==> src/include/qcms_pkg.sv <==
// Constants, types and opcodes of the quad command mode switch.
package qcms_pkg;

  // ==========================================================================
  // Clock and timing.
  localparam int CLK_MHZ          = 50;
  localparam int POWER_UP_WAIT_US = 700;
  localparam int POWER_UP_CYCLES  = POWER_UP_WAIT_US * CLK_MHZ;

  // ==========================================================================
  // Command opcodes.
  localparam logic [7:0] CMD_ENTER_QUAD = 8'h38;
  localparam logic [7:0] CMD_EXIT_QUAD  = 8'hFF;
  localparam logic [7:0] CMD_SFDP_READ  = 8'h5A;
  localparam logic [7:0] CMD_READ_PARAM = 8'hC0;

  // ==========================================================================
  // Frame layout counts.
  localparam logic [4:0] OPCODE_BITS = 5'h08;
  localparam logic [4:0] ADDR_BITS   = 5'h18;
  localparam logic [4:0] SFDP_DUMMY  = 5'h08;
  localparam logic [4:0] STEP_SINGLE = 5'h01;
  localparam logic [4:0] STEP_QUAD   = 5'h04;
  localparam logic [2:0] OUT_LAST_SINGLE = 3'h7;
  localparam logic [2:0] OUT_LAST_QUAD   = 3'h1;
  localparam logic [3:0] OE_SINGLE   = 4'h2;
  localparam logic [3:0] OE_QUAD     = 4'hF;

  // ==========================================================================
  // Register map, field positions and reset values.
  localparam logic [7:0] REG_STATUS = 8'h00;
  localparam logic [7:0] REG_PARAM  = 8'h04;
  localparam logic [7:0] REG_MODE   = 8'h08;
  localparam int STATUS_WEL_BIT = 0;
  localparam int STATUS_QE_BIT  = 1;
  localparam int STATUS_SUS_BIT = 2;
  localparam logic [7:0] STATUS_RESET = 8'h00;
  localparam logic [7:0] PARAM_RESET  = 8'h00;
  localparam logic [7:0] ERASED_BYTE  = 8'hFF;

  // ==========================================================================
  // Discoverable parameter table.
  localparam logic [23:0] SFDP_TABLE_LEN = 24'h000008;
  localparam logic [7:0]  SFDP_SIG0 = 8'h53;
  localparam logic [7:0]  SFDP_SIG1 = 8'h46;
  localparam logic [7:0]  SFDP_SIG2 = 8'h44;
  localparam logic [7:0]  SFDP_SIG3 = 8'h50;
  // Revision codes are arbitrary values.
  localparam logic [7:0]  SFDP_MINOR = 8'h01;
  localparam logic [7:0]  SFDP_MAJOR = 8'h01;
  localparam logic [7:0]  SFDP_NPH   = 8'h00;

  // ==========================================================================
  // Types.
  typedef enum logic [2:0] {
    ST_IDLE   = 3'h0,
    ST_OPCODE = 3'h1,
    ST_ADDR   = 3'h2,
    ST_DUMMY  = 3'h3,
    ST_DATA   = 3'h4,
    ST_PARAM  = 3'h5,
    ST_IGNORE = 3'h6
  } qcms_state_t;

  typedef struct packed {
    logic       sclk;
    logic       cs_n;
    logic [3:0] io;
  } qcms_pins_t;

  typedef struct packed {
    logic [7:0] addr;
    logic [7:0] wdata;
    logic       wr;
    logic       rd;
  } qcms_bus_t;

endpackage

==> src/verilog/qcms_top.sv <==
// Mode switch and parameter read logic of the serial flash command port.
//
// Function
// - 38H in single-line mode with quad_enable set enters four-line mode.
// - 38H with quad_enable clear is ignored and single-line mode stays.
// - Entering four-line mode keeps write enable, suspend and wrap length.
// - Opcode FFH in four-line mode returns to single-line mode.
// - Leaving four-line mode keeps write enable, suspend and wrap length.
// - Opcode 5AH is served in both modes and returns the parameter table.
// - After reset the status reads 00H and unwritten bytes read FFH.
// - Opcode C0H loads the next byte into the wrap length register; the dummy clock count stays fixed at 8.
//
// Design decisions made here: the register offsets and the plain strobed port.
`timescale 1ns/100ps

module qcms_top #(
  parameter int POWER_UP_CYCLES = qcms_pkg::POWER_UP_CYCLES
) (
  // Clock and reset.
  input  logic               mclk,
  input  logic               rst,
  // Serial pins.
  input  qcms_pkg::qcms_pins_t pins,
  output logic [3:0]         io_out,
  output logic [3:0]         io_oe,
  // Register port.
  input  qcms_pkg::qcms_bus_t bus,
  output logic [7:0]         rdata,
  // Mode flag.
  output logic               four_line_command_mode
);

  // The power-up counter is 16 bits wide.
  if (POWER_UP_CYCLES < 1 || POWER_UP_CYCLES > 65535) begin : g_bad_wait
    $error("POWER_UP_CYCLES out of range");
  end

  // ==========================================================================
  // Helpers.
  function automatic logic [7:0] qcms_shift(input logic [7:0] sr,
                                            input logic [3:0] io,
                                            input logic       quad);
    return quad ? {sr[3:0], io} : {sr[6:0], io[0]};
  endfunction

  function automatic logic [4:0] qcms_step(input logic quad);
    return quad ? qcms_pkg::STEP_QUAD : qcms_pkg::STEP_SINGLE;
  endfunction

  function automatic logic [7:0] qcms_sfdp(input logic [23:0] a);
    logic [7:0] b;
    b = qcms_pkg::ERASED_BYTE;
    case (a)
      24'h000000: b = qcms_pkg::SFDP_SIG0;
      24'h000001: b = qcms_pkg::SFDP_SIG1;
      24'h000002: b = qcms_pkg::SFDP_SIG2;
      24'h000003: b = qcms_pkg::SFDP_SIG3;
      24'h000004: b = qcms_pkg::SFDP_MINOR;
      24'h000005: b = qcms_pkg::SFDP_MAJOR;
      24'h000006: b = qcms_pkg::SFDP_NPH;
      default:    b = qcms_pkg::ERASED_BYTE;
    endcase
    return b;
  endfunction

  // ==========================================================================
  // Pin synchronisers and clock edge detection.
  logic       sclk_s1;
  logic       sclk_s2;
  logic       sclk_s3;
  logic       cs_s1;
  logic       cs_s2;
  logic [3:0] io_s1;
  logic [3:0] io_s2;
  logic       rise;
  logic       fall;

  always_ff @(posedge mclk or posedge rst) begin
    if (rst) begin
      sclk_s1 <= 1'b0;
      sclk_s2 <= 1'b0;
      sclk_s3 <= 1'b0;
      cs_s1   <= 1'b1;
      cs_s2   <= 1'b1;
      io_s1   <= 4'h0;
      io_s2   <= 4'h0;
    end else begin
      sclk_s1 <= pins.sclk;
      sclk_s2 <= sclk_s1;
      sclk_s3 <= sclk_s2;
      cs_s1   <= pins.cs_n;
      cs_s2   <= cs_s1;
      io_s1   <= pins.io;
      io_s2   <= io_s1;
    end
  end

  assign rise = sclk_s2 & ~sclk_s3;
  assign fall = ~sclk_s2 & sclk_s3;

  // ==========================================================================
  // Power-up wait counter.
  logic [15:0] pwr_cnt;
  logic        pwr_done;
  logic [15:0] next_pwr_cnt;
  logic        next_pwr_done;

  always_comb begin
    next_pwr_cnt  = pwr_cnt;
    next_pwr_done = pwr_done;
    if (!pwr_done) begin
      next_pwr_cnt = pwr_cnt + 16'h0001;
      if (pwr_cnt == 16'(POWER_UP_CYCLES - 1)) begin
        next_pwr_done = 1'b1;
      end
    end
  end

  always_ff @(posedge mclk or posedge rst) begin
    if (rst) begin
      pwr_cnt  <= 16'h0000;
      pwr_done <= 1'b0;
    end else begin
      pwr_cnt  <= next_pwr_cnt;
      pwr_done <= next_pwr_done;
    end
  end

  // ==========================================================================
  // Command frame engine.
  qcms_pkg::qcms_state_t state;
  qcms_pkg::qcms_state_t next_state;
  logic [4:0]  bit_cnt;
  logic [4:0]  next_bit_cnt;
  logic [7:0]  sr;
  logic [7:0]  next_sr;
  logic [23:0] sfdp_addr;
  logic [23:0] next_sfdp_addr;
  logic [7:0]  out_sr;
  logic [7:0]  next_out_sr;
  logic [2:0]  out_cnt;
  logic [2:0]  next_out_cnt;
  logic [3:0]  next_io_out;
  logic [3:0]  next_io_oe;
  logic        next_quad;
  logic [7:0]  new_sr;
  logic [4:0]  new_cnt;
  logic [7:0]  out_byte;
  logic        opc_done;
  logic        param_load;
  logic [7:0]  status;
  logic [7:0]  param;

  always_comb begin
    next_state     = state;
    next_bit_cnt   = bit_cnt;
    next_sr        = sr;
    next_sfdp_addr = sfdp_addr;
    next_out_sr    = out_sr;
    next_out_cnt   = out_cnt;
    next_io_out    = io_out;
    next_io_oe     = io_oe;
    next_quad      = four_line_command_mode;
    opc_done       = 1'b0;
    param_load     = 1'b0;
    out_byte       = qcms_sfdp(sfdp_addr);
    new_sr         = qcms_shift(sr, io_s2, four_line_command_mode);
    new_cnt        = bit_cnt + qcms_step(four_line_command_mode);
    if (cs_s2) begin
      next_state   = qcms_pkg::ST_IDLE;
      next_bit_cnt = 5'h00;
      next_io_oe   = 4'h0;
      next_io_out  = 4'h0;
    end else begin
      case (state)
        qcms_pkg::ST_IDLE: begin
          next_bit_cnt = 5'h00;
          // Frames begun before the power-up wait are dropped whole.
          next_state = pwr_done ? qcms_pkg::ST_OPCODE
                                : qcms_pkg::ST_IGNORE;
        end
        qcms_pkg::ST_OPCODE: begin
          if (rise) begin
            next_sr      = new_sr;
            next_bit_cnt = new_cnt;
            if (new_cnt == qcms_pkg::OPCODE_BITS) begin
              opc_done     = 1'b1;
              next_bit_cnt = 5'h00;
              next_state   = qcms_pkg::ST_IGNORE;
              case (new_sr)
                qcms_pkg::CMD_ENTER_QUAD: begin
                  if (status[qcms_pkg::STATUS_QE_BIT]) begin
                    next_quad = 1'b1;
                  end
                end
                qcms_pkg::CMD_EXIT_QUAD: begin
                  next_quad = 1'b0;
                end
                qcms_pkg::CMD_SFDP_READ: begin
                  next_state = qcms_pkg::ST_ADDR;
                end
                qcms_pkg::CMD_READ_PARAM: begin
                  next_state = qcms_pkg::ST_PARAM;
                end
                default: begin
                  next_state = qcms_pkg::ST_IGNORE;
                end
              endcase
            end
          end
        end
        qcms_pkg::ST_ADDR: begin
          if (rise) begin
            next_sfdp_addr = four_line_command_mode ?
                             {sfdp_addr[19:0], io_s2} :
                             {sfdp_addr[22:0], io_s2[0]};
            next_bit_cnt = new_cnt;
            if (new_cnt == qcms_pkg::ADDR_BITS) begin
              next_bit_cnt = 5'h00;
              next_state   = qcms_pkg::ST_DUMMY;
            end
          end
        end
        qcms_pkg::ST_DUMMY: begin
          if (rise) begin
            next_bit_cnt = bit_cnt + 5'h01;
            if (bit_cnt + 5'h01 == qcms_pkg::SFDP_DUMMY) begin
              next_state   = qcms_pkg::ST_DATA;
              next_out_cnt = 3'h0;
              next_io_oe   = four_line_command_mode ? qcms_pkg::OE_QUAD
                                                    : qcms_pkg::OE_SINGLE;
            end
          end
        end
        qcms_pkg::ST_DATA: begin
          if (fall) begin
            if (out_cnt == 3'h0) begin
              // Bytes past the table read as erased memory.
              next_sfdp_addr = sfdp_addr + 24'h000001;
              if (four_line_command_mode) begin
                next_io_out  = out_byte[7:4];
                next_out_sr  = {out_byte[3:0], 4'h0};
                next_out_cnt = qcms_pkg::OUT_LAST_QUAD;
              end else begin
                next_io_out  = {2'b00, out_byte[7], 1'b0};
                next_out_sr  = {out_byte[6:0], 1'b0};
                next_out_cnt = qcms_pkg::OUT_LAST_SINGLE;
              end
            end else begin
              next_out_cnt = out_cnt - 3'h1;
              if (four_line_command_mode) begin
                next_io_out = out_sr[7:4];
                next_out_sr = {out_sr[3:0], 4'h0};
              end else begin
                next_io_out = {2'b00, out_sr[7], 1'b0};
                next_out_sr = {out_sr[6:0], 1'b0};
              end
            end
          end
        end
        qcms_pkg::ST_PARAM: begin
          if (rise) begin
            next_sr      = new_sr;
            next_bit_cnt = new_cnt;
            if (new_cnt == qcms_pkg::OPCODE_BITS) begin
              param_load = 1'b1;
              next_state = qcms_pkg::ST_IGNORE;
            end
          end
        end
        qcms_pkg::ST_IGNORE: begin
          next_state = qcms_pkg::ST_IGNORE;
        end
        default: begin
          next_state = qcms_pkg::ST_IDLE;
        end
      endcase
    end
  end

  always_ff @(posedge mclk or posedge rst) begin
    if (rst) begin
      state                  <= qcms_pkg::ST_IDLE;
      bit_cnt                <= 5'h00;
      sr                     <= 8'h00;
      sfdp_addr              <= 24'h000000;
      out_sr                 <= 8'h00;
      out_cnt                <= 3'h0;
      io_out                 <= 4'h0;
      io_oe                  <= 4'h0;
      four_line_command_mode <= 1'b0;
    end else begin
      state                  <= next_state;
      bit_cnt                <= next_bit_cnt;
      sr                     <= next_sr;
      sfdp_addr              <= next_sfdp_addr;
      out_sr                 <= next_out_sr;
      out_cnt                <= next_out_cnt;
      io_out                 <= next_io_out;
      io_oe                  <= next_io_oe;
      four_line_command_mode <= next_quad;
    end
  end

  // ==========================================================================
  // Register file.
  logic [7:0] next_status;
  logic [7:0] next_param;
  logic [7:0] next_rdata;

  // Mode switches never touch status or param, so both survive them.
  always_comb begin
    next_status = status;
    next_param  = param;
    next_rdata  = 8'h00;
    if (bus.wr) begin
      case (bus.addr)
        qcms_pkg::REG_STATUS: next_status = bus.wdata;
        qcms_pkg::REG_PARAM:  next_param  = bus.wdata;
        default:              next_status = status;
      endcase
    end
    if (param_load) begin
      next_param = new_sr;
    end
    if (bus.rd) begin
      case (bus.addr)
        qcms_pkg::REG_STATUS: next_rdata = status;
        qcms_pkg::REG_PARAM:  next_rdata = param;
        qcms_pkg::REG_MODE:   next_rdata = {6'h00, pwr_done,
                                            four_line_command_mode};
        default:              next_rdata = 8'h00;
      endcase
    end
  end

  always_ff @(posedge mclk or posedge rst) begin
    if (rst) begin
      status <= qcms_pkg::STATUS_RESET;
      param  <= qcms_pkg::PARAM_RESET;
      rdata  <= 8'h00;
    end else begin
      status <= next_status;
      param  <= next_param;
      rdata  <= next_rdata;
    end
  end

  // ==========================================================================
  // Assertions.
  logic first_cycle;

  always_ff @(posedge mclk or posedge rst) begin
    if (rst) begin
      first_cycle <= 1'b1;
    end else begin
      first_cycle <= 1'b0;
    end
  end
endmodule

==> config.mk <==
export PLATFORM = sky130hd
export DESIGN_NAME = qcms_top
export DESIGN_NICKNAME = d
export VERILOG_FILES = /design/src/include/qcms_pkg.sv /design/src/verilog/qcms_top.sv
export SDC_FILE = /design/constraint.sdc
export NUM_CORES = 1
export LEC_CHECK = 0
export ABC_AREA = 1
export BUFFER_PORTS_ARGS = -buffer_cell sky130_fd_sc_hd__buf_2
export CAP_MARGIN = 0
export CORE_ASPECT_RATIO = 1.75
export CORE_MARGIN = 4
export CORE_UTILIZATION = 25
export CTS_CLUSTER_SIZE = 14
export DETAILED_ROUTE_END_ITERATION = 8
export PLACE_DENSITY_LB_ADDON = 0.25
export SYNTH_ARGS = -nofsm -noshare
export SYNTH_HDL_FRONTEND = slang
export SYNTH_SLANG_ARGS = --single-unit
==> constraint.sdc <==
create_clock -name mclk -period 4.5 [get_ports mclk]
set_clock_uncertainty 0.1 [all_clocks]
set_input_delay 0.225 -clock mclk [delete_from_list [all_inputs] [get_ports mclk]]
set_output_delay 0.225 -clock mclk [all_outputs]
set_load 0.02 [all_outputs]
==> flow_summary_export.csv <==
group,metric,value,unit
sta,setup_violations,0,
detailed_routing,detail-route-antenna-nets,0,
setup_path,worstPathArrival,2.98,ns
global_route,grt_max_degree,59,
global_route,grt_use_total,0.134,
flow_run,maxCapViolCount,0,
finish,layout.nets,978,
clock_network,cts-resized-gates,0,
finish,fillers,2918,
synth,synthTopCellsByArea,"dfrtp_1 40%, nand2_1 13%, inv_1 5.1%",
power_and_ir_drop,cellLeakagePower,3.58,nW
sta,fin_crit,2.84,ns
detailed_routing,viasPerCell,4.61,
detailed_routing,drt_iter0_markers,323,
power_and_ir_drop,ir_worst_vdd,0.000166,V
setup_path,required,4.64,ns
setup_path,crit_start,"four_line_command_mode",
finish,utilization,0.291,
die,core_area,26800,µm²
sta,slew_viol_final,0,
placed_design,hpwl,14800,µm
placed_design,io_buffer_count,42,
setup_path,rrSetupSlack,1.66,ns
finish,final_common_cell,"nand2_1",
detailed_routing,routed-via-count,6036,
synth,yosysSeqAreaShare,0.404,
synth,yosysTopAreaCell,"dfrtp_1",
clock_network,root_buffer,"clkbuf_16",
sta,rsz0062_at_grt,"no",
setup_path,slowest_delay,0.58,ns
clock_network,cts_setup_buffers,0,
detailed_routing,wl,19400,µm
finish,syn_to_final_growth,14.1,%
sta,fin_crit_sh,0.630,
setup_path,worstSetupEndpointType,"flop",
worst_hold_path,holdPathStages,3,
synth,synth_cell_types,49,
status,outcome,"finished, final reports clean",
synth,synthCells,901,
die,rows,79,
global_route,grt_pass1_vias,6178,
die,io_pins,43,
finish,final_cell_mix,"229 x nand2_1, 107 x dfrtp_1, 92 x inv_1, 83 x nor2_1, 68 x nand3_1",
synth,synth_seq_cells,110,
finish,fin_cells,1310,
setup_path,crit_path_end,"param[3]",
finish,layout-drive-gt1-share,0.133,
sta,fmax,353,MHz
setup_path,start_kind,"flop",
sta,hold_viol,0,
global_route,gr-total-overflow,0,
worst_hold_path,hold_class,"in -> reg",
detailed_routing,drc,0,
placed_design,placedCellCount,1283,
setup_path,worstRegToRegCells,8,
die,die_width,133,µm
clock_network,cts_tree,"built",
synth,yosysWarnings,0,
die,dieHeight,227,µm
setup_path,slowest_stage,"nand4_2",
finish,insertedDiodeCount,0,
synth,ys.flop_type,"dfrtp_1",
power_and_ir_drop,p_per_area,474,nW/µm²
placed_design,place.gp.congestion,0.839,
placed_design,post_dp_cell_area,7350,µm²
synth,yosys.area.top_type_share,0.396,
clock_network,clkLatencyLatePin,0.37,ns
synth,syn-cell-area,6830,µm²
setup_path,cp_common_cell,"nand3_1",
die,dieArea,30100,µm²
clock_network,cts_made_buffers,9,
detailed_routing,drt-pass1-iter-count,5,
synth,async_reset_ff_frac,1.00,
clock_network,cts_buffer_depth,2,
clock_network,cts_sinks,110,
detailed_routing,drt-wirelength-per-cell,14.8,µm
clock_network,holdBufCountCts,11,
sta,worst_hold_slack,0.0119,ns
synth,synth_nets,938,
global_route,antenna_found_initial,0,
finish,fin_area,7790,µm²
clock_network,clk_pin_slew,0.08,ns
die,initial_core_util,0.255,
setup_path,r2r_start,"four_line_command_mode",
setup_path,crit_chain,"buf_4, ha_1, nand3_1, nand2_1, xor2_2, nand4_2, nand3_1, o211ai_2",
setup_path,reg2reg_to,"param[3]",
synth,syn_avg_cell_area,7.58,µm²
sta,fin_tns_setup,0,ns
synth,synth_edf_count,0,
global_route,grt_pass1_wl,32000,µm
setup_path,worstSetupPathType,"reg -> reg",
clock_network,htree_levels,3,
sta,relSlewSlack,0.517,
sta,worst_pin_slew,0.717,ns
setup_path,cp_max_fo,58,
power by group:
group / switching, W / total [W] / internal (W) / leakage, nW
clock: 0.000411 / 0.000906 / 0.000495 / 0.155
sequential: 0.000277 / 0.00146 / 0.00118 / 1.36
combinational: 0.000892 / 0.00133 / 0.000433 / 2.07
how the worst min path moves through the flow:
stage	start	end	slack (ns)
after floorplan	pins[4]	cs_s1	0.13
after global placement	rst	rdata[0]	0.16
after detailed placement	rst	io_s1[3]	0.16
after CTS	bus[0]	rdata[0]	0.01
after global routing	bus[6]	status[4]	0.03
final	bus[0]	rdata[0]	0.01
routing by layer:
metal | vias up | part of all wire | global-route usage
met5 | - | 0 | 0
met4 | 0 | 0.031 | 0.0611
met3 | 33 | 0.023 | 0.0162
met2 | 110 | 0.57 | 0.269
met1 | 2864 | 0.37 | 0.135
li1 | 3029 | - | -
per-stage QoR:
step	worst slack, ns	power [W]
2_1_floorplan	1.28	0.00245
3_3_place_gp	1.70	0.00280
3_5_place_dp	1.61	0.00280
4_1_cts	1.60	0.00374
5_1_grt	1.28	0.00397
6_report	1.66	0.00369
cell usage after synthesis (all sizes together) (4+ instances only):
| library cell | count |
|---|---|
| nor3 | 11 |
| inv | 101 |
| nor2 | 98 |
| clkbuf | 8 |
| o211ai | 17 |
| dfrtp | 108 |
| nand2 | 240 |
| nand3 | 69 |
| buf | 21 |
| a22oi | 15 |
| mux2 | 7 |
| nand4 | 15 |
| o22ai | 6 |
| a31oi | 6 |
| or2 | 4 |
| xnor2 | 4 |
| o21ai | 65 |
| a21oi | 50 |
| ha | 11 |
| xor2 | 28 |
flip-flops by register name, indices dropped and copies added, names as in the netlist, 2 cells and up:
name and cells:
pwr_cnt 16, bit_cnt 5, sfdp_addr 24, sr 7
io_out 4, io_s2 4, io_oe 2, rdata 8
out_sr 7, io_s1 4, out_cnt 3, param 8
status 8, state 3
final cells by class:
| type | count | area (µm²) | share of cell area |
|---|---|---|---|
| Multi-Input combinational cell | 659 | 3500 | 0.450 |
| Sequential cell | 110 | 2760 | 0.354 |
| Tap cell | 364 | 455 | 0.0585 |
| Inverter | 103 | 389 | 0.0500 |
| Timing Repair Buffer | 58 | 358 | 0.0459 |
| Clock buffer | 10 | 229 | 0.0294 |
| Clock inverter | 6 | 96.3 | 0.0124 |
worst max-delay path: cells and delay by family (launching register included):
kind	cells	cell delay, ns
AOI/OAI and AO/OA	1	0.11
adders and majority gates	1	0.35
xor gates and xnor gates	1	0.29
DFF	1	0.36
and+or+nand+nor	4	1.02
buffers and inverters	1	0.46
logic make-up after synthesis:
| family | after synthesis | share of synthesized area |
|---|---|---|
| adders and majority gates | 11 | 0.0202 |
| AOI/OAI and AO/OA | 166 | 0.145 |
| muxes | 7 | 0.0115 |
| DFF | 110 | 0.404 |
| buffers and inverters | 132 | 0.0832 |
| and+or+nand+nor | 443 | 0.294 |
| xor gates and xnor gates | 32 | 0.0432 |
(Power assumes the default switching activity.)
